### src/hdl/adbw_pkg.sv
/*
 * Package for the area decoder and bus width selector: address fields,
 * width codes, area numbers and the carrier structs.
 * Assumes nothing of its surroundings beyond a SystemVerilog compiler.
 */
package adbw_pkg;

    // ------------------------------------------------------------------
    // Address fields
    // ------------------------------------------------------------------
    localparam int ADDR_W = 32;
    localparam int AREA_MSB = 28;
    localparam int AREA_LSB = 26;
    localparam int AREA_W = 3;
    localparam int UPPER_MSB = 31;
    localparam int UPPER_LSB = 29;
    localparam int NUM_AREAS = 8;
    localparam int NUM_SELECTS = 7;

    localparam logic [2:0] AREA_0 = 3'h0;
    localparam logic [2:0] AREA_1 = 3'h1;
    localparam logic [2:0] AREA_2 = 3'h2;
    localparam logic [2:0] AREA_3 = 3'h3;
    localparam logic [2:0] AREA_5 = 3'h5;
    localparam logic [2:0] AREA_6 = 3'h6;
    localparam logic [2:0] AREA_7 = 3'h7;

    // Logical region that bypasses translation: top three bits
    localparam logic [2:0] UNTRANSLATED_TOP = 3'h5;

    // ------------------------------------------------------------------
    // Width codes (strap and per-area setting share the encoding)
    // ------------------------------------------------------------------
    localparam logic [1:0] WIDTH_RSVD = 2'h0;
    localparam logic [1:0] WIDTH_8 = 2'h1;
    localparam logic [1:0] WIDTH_16 = 2'h2;
    localparam logic [1:0] WIDTH_32 = 2'h3;
    localparam logic [1:0] WIDTH_RESET = WIDTH_32;
    localparam int CFG_FIRST = 2;
    localparam int CFG_LAST = 6;
    localparam int CFG_W = 2 * NUM_AREAS;

    // Memory type per area
    localparam logic [1:0] MEM_ORDINARY = 2'h0;
    localparam logic [1:0] MEM_SDRAM = 2'h1;
    localparam logic [1:0] MEM_CARD = 2'h2;

    // ------------------------------------------------------------------
    // Carriers
    // ------------------------------------------------------------------
    typedef struct packed {
        logic valid;
        logic write;
        logic translated;
        logic [3:0] byte_en;
        logic [ADDR_W-1:0] addr;
    } adbw_req_t;

    typedef struct packed {
        logic external;
        logic io_space;
        logic card;
        logic [AREA_W-1:0] area;
        logic [1:0] width;
    } adbw_dec_t;

    typedef enum logic [1:0] {
        ADBW_ORDER_BIG,
        ADBW_ORDER_LITTLE
    } adbw_order_t;

endpackage

### src/hdl/adbw_area_decode.sv
/*
 * Combinational area decoder: picks the area from the physical address,
 * folds shadow copies and flags on-chip I/O space.
 * Assumes a physical address that is valid in the same cycle.
 */
`timescale 1ns/1ps
module adbw_area_decode (
    input wire logic [adbw_pkg::ADDR_W-1:0] addr_i,
    output logic [adbw_pkg::AREA_W-1:0] area_o,
    output logic external_o,
    output logic io_space_o
);
    import adbw_pkg::*;

    // ------------------------------------------------------------------
    // Decode
    // ------------------------------------------------------------------
    // Upper bits 31..29 are not looked at, so every copy folds
    always_comb begin
        area_o = addr_i[AREA_MSB:AREA_LSB];
        io_space_o = (area_o == AREA_7);
        external_o = (area_o != AREA_7) && (area_o != AREA_1);
    end

endmodule

### src/hdl/adbw_top.sv
/*
 * Area decoder and per-area bus width selector of the external bus
 * controller. Takes an access request, decodes the area, drives one
 * chip select per external area and the card upper enables, and
 * reports the bus width to use.
 * Assumes straps stable during reset, configuration written by
 * software, and the master never touching reserved area 7.
 */
// Function
// - At reset latch area 0 width from straps: 01=8, 10=16, 11=32.
// - Areas 2 to 6 take width from the software width setting.
// - Address bits 28 to 26 select areas 0 to 6.
// - Address bits 31 to 29 are ignored, giving shadow copies.
// - Area 0 spans 0x0 to 0x03FFFFFF; each area next aligned base.
// - 0x1C000000 to 0x1FFFFFFF is area 7, on-chip I/O, not external.
// - Card interface exists only in areas 5 and 6.
// - Card I/O dynamic sizing only in little-endian mode.
// - Card areas reachable via translated and untranslated regions.
// - An area select is asserted only while that area is accessed; while clk_en_i is low the last select is held.
// - Card mode in areas 5 or 6 at 16-bit width also asserts that area's card upper enable (A for area 5, B for area 6) when byte 1 or 3 is enabled.
`timescale 1ns/1ps
module adbw_top (
    input wire logic ref_clk_i,
    input wire logic rst_n_i,
    input wire logic clk_en_i,
    input wire logic width_strap_high_i,
    input wire logic width_strap_low_i,
    input wire logic [adbw_pkg::CFG_W-1:0] area_width_config_i,
    input wire logic [adbw_pkg::CFG_W-1:0] area_mem_type_i,
    input wire logic little_endian_i,
    input wire logic card_io_space_i,
    input wire logic card_dyn_size_i,
    input wire logic card_iois16_n_i,
    input wire logic port_function_i,
    input wire adbw_pkg::adbw_req_t req_i,
    output logic [adbw_pkg::NUM_SELECTS-1:0] area_select_n_o,
    output logic card_a_upper_enable_n_o,
    output logic card_b_upper_enable_n_o,
    output adbw_pkg::adbw_dec_t dec_o,
    output logic [1:0] area0_width_o,
    output logic config_error_o,
    output logic io_access_o
);
    import adbw_pkg::*;

    // ------------------------------------------------------------------
    // Helpers
    // ------------------------------------------------------------------
    function automatic logic [1:0] field2(input logic [CFG_W-1:0] v,
                                          input logic [AREA_W-1:0] a);
        field2 = v[2*a +: 2];
    endfunction

    function automatic logic is_card_area(input logic [AREA_W-1:0] a);
        is_card_area = (a == AREA_5) || (a == AREA_6);
    endfunction

    // ------------------------------------------------------------------
    // Area 0 strap capture
    // ------------------------------------------------------------------
    logic strap_taken;
    logic [1:0] area0_width;

    always_ff @(posedge ref_clk_i) begin
        if (!rst_n_i) begin
            strap_taken <= 1'b0;
            area0_width <= WIDTH_RESET;
        end else if (clk_en_i && !strap_taken) begin
            // Caught once after release, then held
            strap_taken <= 1'b1;
            area0_width <= {width_strap_high_i, width_strap_low_i};
        end
    end

    // ------------------------------------------------------------------
    // Area decode
    // ------------------------------------------------------------------
    logic [AREA_W-1:0] area;
    logic external;
    logic io_space;

    adbw_area_decode u_decode (
        .addr_i(req_i.addr),
        .area_o(area),
        .external_o(external),
        .io_space_o(io_space)
    );

    // ------------------------------------------------------------------
    // Width selection
    // ------------------------------------------------------------------
    logic [1:0] next_width;
    logic [1:0] mem_type;
    logic next_card;
    logic [1:0] next_upper_n;
    logic next_cfg_err;

    always_comb begin
        mem_type = field2(area_mem_type_i, area);
        if (area == AREA_0) begin
            next_width = area0_width;
        end else if (area >= AREA_2 && area <= AREA_6) begin
            next_width = field2(area_width_config_i, area);
        end else begin
            next_width = WIDTH_32;
        end
        // Card mode honoured only in areas 5 and 6
        // Either logical region reaches it: translation is ignored
        next_card = external && is_card_area(area) && (mem_type == MEM_CARD);
        // Dynamic sizing of card I/O needs little-endian order
        if (next_card && card_io_space_i && card_dyn_size_i
                && little_endian_i && card_iois16_n_i) begin
            next_width = WIDTH_8;
        end
        // Upper enables follow the high byte lane of a 16-bit card
        next_upper_n = 2'h3;
        if (req_i.valid && next_card && next_width == WIDTH_16
                && (req_i.byte_en[1] || req_i.byte_en[3])) begin
            if (area == AREA_5) begin
                next_upper_n = 2'h2;
            end else begin
                next_upper_n = 2'h1;
            end
        end
        // Flag settings software must avoid
        next_cfg_err = (area0_width == WIDTH_RSVD);
        if (mem_type == MEM_SDRAM && next_width == WIDTH_8) begin
            next_cfg_err = 1'b1;
        end
        if (next_card && next_width == WIDTH_32) begin
            next_cfg_err = 1'b1;
        end
        if (field2(area_mem_type_i, AREA_2) == MEM_SDRAM
                && field2(area_mem_type_i, AREA_3) == MEM_SDRAM
                && field2(area_width_config_i, AREA_2)
                   != field2(area_width_config_i, AREA_3)) begin
            next_cfg_err = 1'b1;
        end
        if (port_function_i && next_width == WIDTH_32) begin
            next_cfg_err = 1'b1;
        end
        if (req_i.valid && io_space) begin
            next_cfg_err = 1'b1;
        end
    end

    // ------------------------------------------------------------------
    // Registered outputs
    // ------------------------------------------------------------------
    always_ff @(posedge ref_clk_i) begin
        if (!rst_n_i) begin
            area_select_n_o <= '1;
        end else if (clk_en_i) begin
            area_select_n_o <= '1;
            // One select per external area, only during access
            if (req_i.valid && external) begin
                area_select_n_o[area] <= 1'b0;
            end
        end
    end

    always_ff @(posedge ref_clk_i) begin
        if (!rst_n_i) begin
            card_a_upper_enable_n_o <= 1'b1;
            card_b_upper_enable_n_o <= 1'b1;
        end else if (clk_en_i) begin
            card_a_upper_enable_n_o <= next_upper_n[0];
            card_b_upper_enable_n_o <= next_upper_n[1];
        end
    end

    always_ff @(posedge ref_clk_i) begin
        if (!rst_n_i) begin
            dec_o <= '0;
            config_error_o <= 1'b0;
            io_access_o <= 1'b0;
        end else if (clk_en_i) begin
            dec_o.external <= req_i.valid && external;
            dec_o.io_space <= req_i.valid && io_space;
            dec_o.card <= req_i.valid && next_card;
            dec_o.area <= area;
            dec_o.width <= next_width;
            config_error_o <= next_cfg_err;
            io_access_o <= req_i.valid && io_space;
        end
    end

    assign area0_width_o = area0_width;

endmodule

### config.mk
export PLATFORM = sky130hd
export DESIGN_NAME = adbw_top
export DESIGN_NICKNAME = d
export VERILOG_FILES = /design/src/hdl/adbw_pkg.sv /design/src/hdl/adbw_area_decode.sv /design/src/hdl/adbw_top.sv
export SDC_FILE = /design/constraint.sdc
export NUM_CORES = 1
export LEC_CHECK = 0
export ABC_AREA = 0
export BUFFER_PORTS_ARGS = -buffer_cell sky130_fd_sc_hd__buf_2
export CORE_ASPECT_RATIO = 0.8
export CORE_UTILIZATION = 35
export CTS_BUF_LIST = sky130_fd_sc_hd__clkbuf_4 sky130_fd_sc_hd__clkbuf_8
export DETAILED_ROUTE_END_ITERATION = 7
export GPL_ROUTABILITY_DRIVEN = 0
export PLACE_DENSITY = 0.8
export SETUP_SLACK_MARGIN = 0.2
export SLEW_MARGIN = 20
export SYNTH_ARGS = -nofsm -noshare
export SYNTH_HDL_FRONTEND = slang
export SYNTH_SLANG_ARGS = --single-unit
### constraint.sdc
create_clock -name ref_clk_i -period 2.03 [get_ports ref_clk_i]
set_clock_uncertainty 0.1 [all_clocks]
set_input_delay 0.406 -clock ref_clk_i [delete_from_list [all_inputs] [get_ports ref_clk_i]]
set_output_delay 0.406 -clock ref_clk_i [all_outputs]
set_load 0.005 [all_outputs]
==> results of run 1 <==
-- report_power, final --
part	internal (mW)	switching (mW)	total, mW
Clock	0.136	0.130	0.266
Combinational	0.113	0.0973	0.211
Sequential	0.428	0.00863	0.436
Total	0.677	0.235	0.913
-- cell usage in the layout (no fill, tap or decap), types with 3 or more instances in the layout --
| master | count |
|---|---|
| nand3_1 | 5 |
| clkbuf_8 | 3 |
| o21ai_0 | 5 |
| nand2b_1 | 4 |
| dfxtp_1 | 21 |
| nand4_1 | 4 |
| nor2_1 | 7 |
| buf_2 | 62 |
| nor2b_1 | 11 |
| buf_4 | 7 |
| mux2i_1 | 8 |
| nand2_1 | 8 |
-- worst max-delay path by stage --
stage / endpoint / slack, ps / cells after the start / startpoint
finish: config_error_o / 300 / 6 / req_i[26]
global route: config_error_o / 200 / 6 / req_i[26]
CTS: config_error_o / 320 / 6 / req_i[26]
detailed placement: config_error_o / 40 / 6 / req_i[26]
global placement: config_error_o / 30 / 6 / req_i[26]
floorplan: config_error_o / 200 / 6 / req_i[28]
-- state kept, by name, summed over array words and instances, names as in the netlist --
register / count
card_a_upper_enable_n_o: 1
card_b_upper_enable_n_o: 1
dec_o: 7
area0_width_o: 2
io_access_o: 1
area_select_n_o: 7
config_error_o: 1
strap_taken: 1
-- metrics by stage --
stage          hold WS [ps]  utilization (%)  total power [mW]  instances
6_report              261.4            49.01            0.9128        239
5_1_grt               264.0            49.01            0.9666        239
4_1_cts               252.9            49.01            0.9301        239
3_5_place_dp          327.4            47.66            0.6570        235
3_3_place_gp          323.8            47.66            0.6544        235
2_1_floorplan         328.3                -            0.5686        133
-- kinds of logic (layout without fill, tap and decap cells) --
| logic type | after synthesis | in the layout | share of synthesized area, % |
|---|---|---|---|
| compound gates | 29 | 29 | 18.00 |
| xor+xnor | 3 | 3 | 2.100 |
| buf+inv | 13 | 77 | 6.699 |
| flops | 21 | 21 | 33.60 |
| mux | 14 | 14 | 15.10 |
| simple gates | 53 | 53 | 24.50 |
-- per-layer routing --
metal / wire length [um] / share of wire (%)
met3: 245 / 8.2
met4: 0 / 0
met5: 0 / 0
met1: 1350 / 45
met2: 1393 / 47
-- worst register-to-register path, delay by kind of cell (launching register included) --
family / cells / cell delay (ps)
compound gates: 1 / 120
flops: 1 / 340
mux: 2 / 430
simple gates: 2 / 500
-- layout make-up --
cell class              count  area, sq um  share of cell area (%)
multi-input cells          99        748.2                   44.59
flip-flops and latches     21        420.4                   25.06
repair buffers             71        402.9                   24.01
well taps                  42        52.55                   3.132
clock buffers               3        41.29                   2.461
inverters                   2        7.507                  0.4474
clock inverters             1        5.005                  0.2983
==> key figures, run 1 <==
STA
  • Unrepaired setup endpoints after global routing: false
  • PnR worst setup slack: between 200 and 300 ps
  • Fin crit share: 85.29%
  • Worst Tran Pin Value: 387.3 ps
  • Max Slew Vio Count: 0
  • Slew HR: 73.51%
  • Max Fclk: 577.6 MHz
  • Final setup viols: 0
  • TNS Setup: 0 ps
  • Final number of hold-violating endpoints: 0
  • Fin crit period: 1731 ps

Global route
  • GR peak layer: met2
  • Global routing usage on met2: 26.35%
  • Initial antenna violation count: 0
  • Largest net degree at the start of global routing: 25
  • GRT Util Overall: 16.85%
  • First-pass GRT wire length: 4878 um
  • Vias in the first global route: 1,087
  • Met1 usage in global routing: around 22%
  • Total grt overflow: 0
  • Met3 global-route usage: 6.612%

Critical path
  • Reg2Reg Setup Slack: 420 ps
  • WP buf/inv: 1
  • Critical R2R Launch: area0_width_o[0]
  • Worst Path Max Fanout: 7
  • CP startpoint kind: input port
  • Type of the worst setup path: in2reg
  • CP Capture Type: flop
  • Slowest CP cell: or3_1
  • CP delay by family, top: simple AND/OR/NAND/NOR gates
  • Worst Path Required: 2080 ps
  • R2r worst-path depth: 5
  • Crit-path cells: buf_2 > nor4bb_1 > o21ai_1 > or3_1 > a221oi_2 > nor3_2
  • Reg2Reg Capture Point: card_b_upper_enable_n_o
  • Arr. time, crit path: 1780 ps
  • Max incr delay on CP: 410 ps

Logic synthesis
  • Post-synthesis cell count: roughly 130
  • Synth Cell Area: 1251 sq um
  • Commonest cells in the netlist: 21 x dfxtp_1, 11 x nor2b_1, 8 x mux2i_1, 8 x nand2_1, 7 x nor2_1
  • Top cells by area, synth: dfxtp_1 34%, mux2i_1 6.4%, nor2b_1 5.5%
  • Synth Area per Inst: around 9.4 sq um
  • Post-synth top area cell: dfxtp_1
  • Post-synth cell types: 50
  • Syn_nets: between 200 and 250
  • Sequential element share of the synthesized area: between 30% and 40%
  • #FFs+latches synth: 21
  • Post-synth EDFFs: 0
  • Ys async rst share: 0%
  • Most frequent cell after synthesis: dfxtp_1
  • Total number of yosys warnings: 0
  • Synth Flop Type: dfxtp_1
  • Post-synth top area share: 33.60%

Hold path
  • Worst hold endpoint: area0_width_o[0]
  • Hold path start: width_strap_low_i
  • Cells on Worst Hold Path: 3
  • Worst hold path type: in2reg

Clock tree
  • Num CTS Buffers: 3
  • Clock Sinks: 21
  • Setup Fix Bufs, Post-CTS: 0
  • CTS Root Cell: clkbuf_8
  • Hold Buf Count CTS: 0
  • TritonCTS clock tree: yes
  • CTS max path bufs: 2
  • CTS H-tree depth: 1
  • Post-CTS sizing: 0
  • Clock-pin transition on the worst setup and hold timing paths: 70 ps
  • Clock Latency Late Sink: approximately 250 ps

Drt
  • Drt initial violations: 42
  • First drt pass iteration count: 4
  • Routed Antenna Nets: 0
  • Via count: 1,201
  • Average wire per standard cell: 12.50 um
  • Post-route DRC: 0
  • Drt via density: 5.025
  • DRT Wirelength: 2988 um

Placed design
  • Placed Area: 1632 sq um
  • Detailed Place HPWL: ~2400 um
  • Worst slack, placed: 38.36 ps
  • PortBufs: 62

Finish
  • Antenna diodes: 0
  • Nets: around 280
  • Layout area overhead: 34.10%
  • Fillers: 355
  • Layout cell share with drive strength beyond 1: 42.13%
  • Design area: 1678 sq um

Floorplan
  • Top Ports: 102
  • Row count: 19
  • Core ar.: 3423 sq um
  • Die Wd: around 70 um
  • Chip height: approximately 55 um
  • Starting Density: 36.55%
  • Die area: around 3800 sq um

Flow run
  • Max cap viols: 0

Power
  • Pwr Density: around 540 nW/um^2
  • Maximum VDD drop: 0.0004256 V
  • Leakage: 0.7348 nW

Outcome
  • Status: completed
Power figures use the tool's default switching activity.
==> run 2: changes to the inputs <==
- SKIP_LAST_GASP: unset -> 1
- clock period: 2.03 -> 2.1 ns (I/O delays scaled with it)
==> run 2 against run 1 <==
Total power is 2.4% lower. Highest routed layer unchanged. Via count is 1.7% higher. Largest power group unchanged. Non-clock buffer count stayed put. First-iteration DRC count is 17% higher. Sequential share of layout area is 0.17 points higher. Final area is 0.67% lower. Largest cell class unchanged. Flip-flop and latch count stayed put. Routed wire length is 0.17% higher. Register-to-register slack hardly changed. Critical endpoint is now card_a_upper_enable_n_o.
==> key figures, run 2 (synthesis gave the netlist of run 1 again) <==
Clock tree
  • Clock Sinks: 21 (unchanged)
  • CTS max path bufs: 2 (unchanged)
  • Clock-pin transition on the worst setup and hold timing paths: 70 ps (about the same)
  • Hold Buf Count CTS: 0 (unchanged)
  • CTS Root Cell: clkbuf_8
  • Clock Latency Late Sink: 250 ps (about the same)
  • Post-CTS sizing: 0 (unchanged)
  • Setup Fix Bufs, Post-CTS: 0 (unchanged)
  • Num CTS Buffers: 3 (unchanged)
  • TritonCTS clock tree: yes
  • CTS H-tree depth: 1 (unchanged)

Placed design
  • Worst slack, placed: 72.69 ps (+34.33 ps)
  • DP Cell Count: 235 (unchanged)
  • Placed Area: 1618 sq um (-0.84%)
  • PortBufs: 62 (unchanged)
  • Detailed Place HPWL: 2387 um (+0.94%)

Finish
  • Antenna diodes: 0 (unchanged)
  • Most frequent cells in the layout: 62 x buf_2, 21 x dfxtp_1, 11 x nor2b_1
  • Design area: 1667 sq um (-0.67%)
  • Nets: 279 (unchanged)
  • Commonest non-fill, non-tap cell in the layout: buf_2
  • Layout area overhead: 33.20%
  • Final Non-Filler Cells: 239 (unchanged)
  • Layout cell share with drive strength beyond 1: 41.62% (-0.51 points)
  • Fin util: 48.68% (-0.33 points)

Drt
  • Drt initial violations: 49 (+17%)
  • Average wire per standard cell: 12.52 um (+0.17%)
  • Routed Antenna Nets: 0 (unchanged)
  • First drt pass iteration count: 4 (unchanged)
  • DRT Wirelength: 2993 um (+0.17%)
  • Drt via density: 5.109 (+1.7%)
  • Via count: 1,221 (+1.7%)
  • Post-route DRC: 0 (unchanged)

Power
  • Total chip power: 0.8907 mW (-2.4%)
  • P_sw: 0.2229 mW (-5.3%)
  • Flop pwr share: 47.4% (-0.4 points)
  • Power Internal: 0.6678 mW (-1.4%)
  • Leakage: 0.7276 nW (-0.99%)
  • Sw frac: 25.03% (-0.77 points)
  • Maximum VDD drop: 0.0004303 V (+1.1%)
  • Clock power share: 30.0% (+0.9 points)
  • Pwr Density: 534.4 nW/um^2 (-1.8%)
  • Combinational group share of total power: 22.6% (-0.5 points)

Outcome
  • Status: completed

Critical path
  • R2r worst-path depth: 5 (unchanged)
  • WP buf/inv: 1 (unchanged)
  • Reg2Reg Setup Slack: 430 ps (about the same)
  • Max incr delay on CP: 410 ps (about the same)
  • CP Capture Type: flop
  • CP delay by family, top: multiplexers
  • Type of the worst setup path: in2reg
  • Critical R2R Launch: area0_width_o[0]
  • Worst Path Required: 2130 ps (+50 ps)
  • Slowest CP cell: nor4b_1
  • Crit-path cells: buf_2 > mux2i_1 > mux4_1 > nand2_1 > nor4b_1 > a21oi_1
  • Worst Path Max Fanout: 8 (+1)
  • Reg2Reg Capture Point: card_a_upper_enable_n_o
  • Arr. time, crit path: 1800 ps (+20 ps)
  • CP startpoint kind: input port

STA
  • Final setup viols: 0 (unchanged)
  • Final number of hold-violating endpoints: 0 (unchanged)
  • Slew HR: 72.30% (-1.2 points)
  • Unrepaired setup endpoints after global routing: false
  • Fin crit share: a little over four fifths
  • TNS Setup: 0 ps (unchanged)
  • Worst Tran Pin Value: 409.8 ps (+22.52 ps)
  • Max Slew Vio Count: 0 (unchanged)
  • Fin crit period: between 1500 and 2000 ps
  • Hold_ws: 280.5 ps (+19.12 ps)
  • PnR worst setup slack: 335.6 ps (+36.94 ps)
  • Max Fclk: 566.8 MHz

Hold path
  • Worst hold path type: in2reg
  • Cells on Worst Hold Path: 3 (unchanged)
  • Worst hold endpoint: area0_width_o[0]
  • Hold path start: width_strap_low_i

Floorplan
  • Die Wd: 68.85 um (unchanged)
  • Starting Density: 36.55% (unchanged)
  • Core ar.: 3423 sq um (unchanged)
  • Row count: 19 (unchanged)
  • Top Ports: 102 (unchanged)
  • Chip height: 55.48 um (unchanged)
  • Die area: 3820 sq um (unchanged)

Global route
  • Initial antenna violation count: 0 (unchanged)
  • Largest net degree at the start of global routing: 25 (unchanged)
  • Vias in the first global route: 1,172 (+7.8%)
  • Total grt overflow: 0 (unchanged)
  • GRT Util Overall: 17.46% (+0.61 points)
  • First-pass GRT wire length: 5099 um (+4.5%)

Flow run
  • Max cap viols: 0 (unchanged)
## run 2: cell count changes in the layout (fill, tap and decap cells not counted)
cell / change
a32o_1: +1
a32o_2: -1
buf_12: -1
buf_4: +1
clkbuf_4: +1
clkinv_2: -1
## run 2: worst max path at each step
| stage | start | end | slack [ps] | cells after the start |
|---|---|---|---|---|
| floorplan | req_i[27] | config_error_o | 240 | 5 |
| global placement | req_i[26] | config_error_o | 70 | 6 |
| detailed placement | req_i[28] | config_error_o | 70 | 6 |
| CTS | req_i[28] | card_a_upper_enable_n_o | 330 | 6 |
| global route | req_i[28] | card_b_upper_enable_n_o | 210 | 6 |
| finish | req_i[28] | card_a_upper_enable_n_o | 340 | 6 |
## run 2: cell type report
type                       count  area (sq um)
fill                         332          1757
clock buffer                   4         48.80
multi-input combinational     99         747.0
tap                           42         52.55
sequential                    21         420.4
inverter                       2         7.507
timing repair buffer          71         390.4
## run 2: power by group through the flow
stage | clock network (mW) | logic [mW] | registers [mW]
after global routing | 0.297 | 0.224 | 0.424
after global placement | 0 | 0.198 | 0.431
after CTS | 0.278 | 0.203 | 0.422
after detailed placement | 0 | 0.202 | 0.431
after floorplan | 0 | 0.118 | 0.432
final | 0.267 | 0.202 | 0.422
## run 2: worst register-to-register path: stages (launching register included)
cell and delay [ps]:
dfxtp_1 350, mux2i_1 140, mux4_1 320, nand2_1 100
nor4b_1 420, a21oi_1 120
## run 2: layer usage
layer	GRT usage, %	part of all wire, %	vias up	routed length (um)
met2	27.74	47	38	1413
met4	3.207	0	0	0
met3	5.372	6.1	0	183
met1	23.17	47	559	1396
met5	0	0	-	0
li1	-	-	624	-
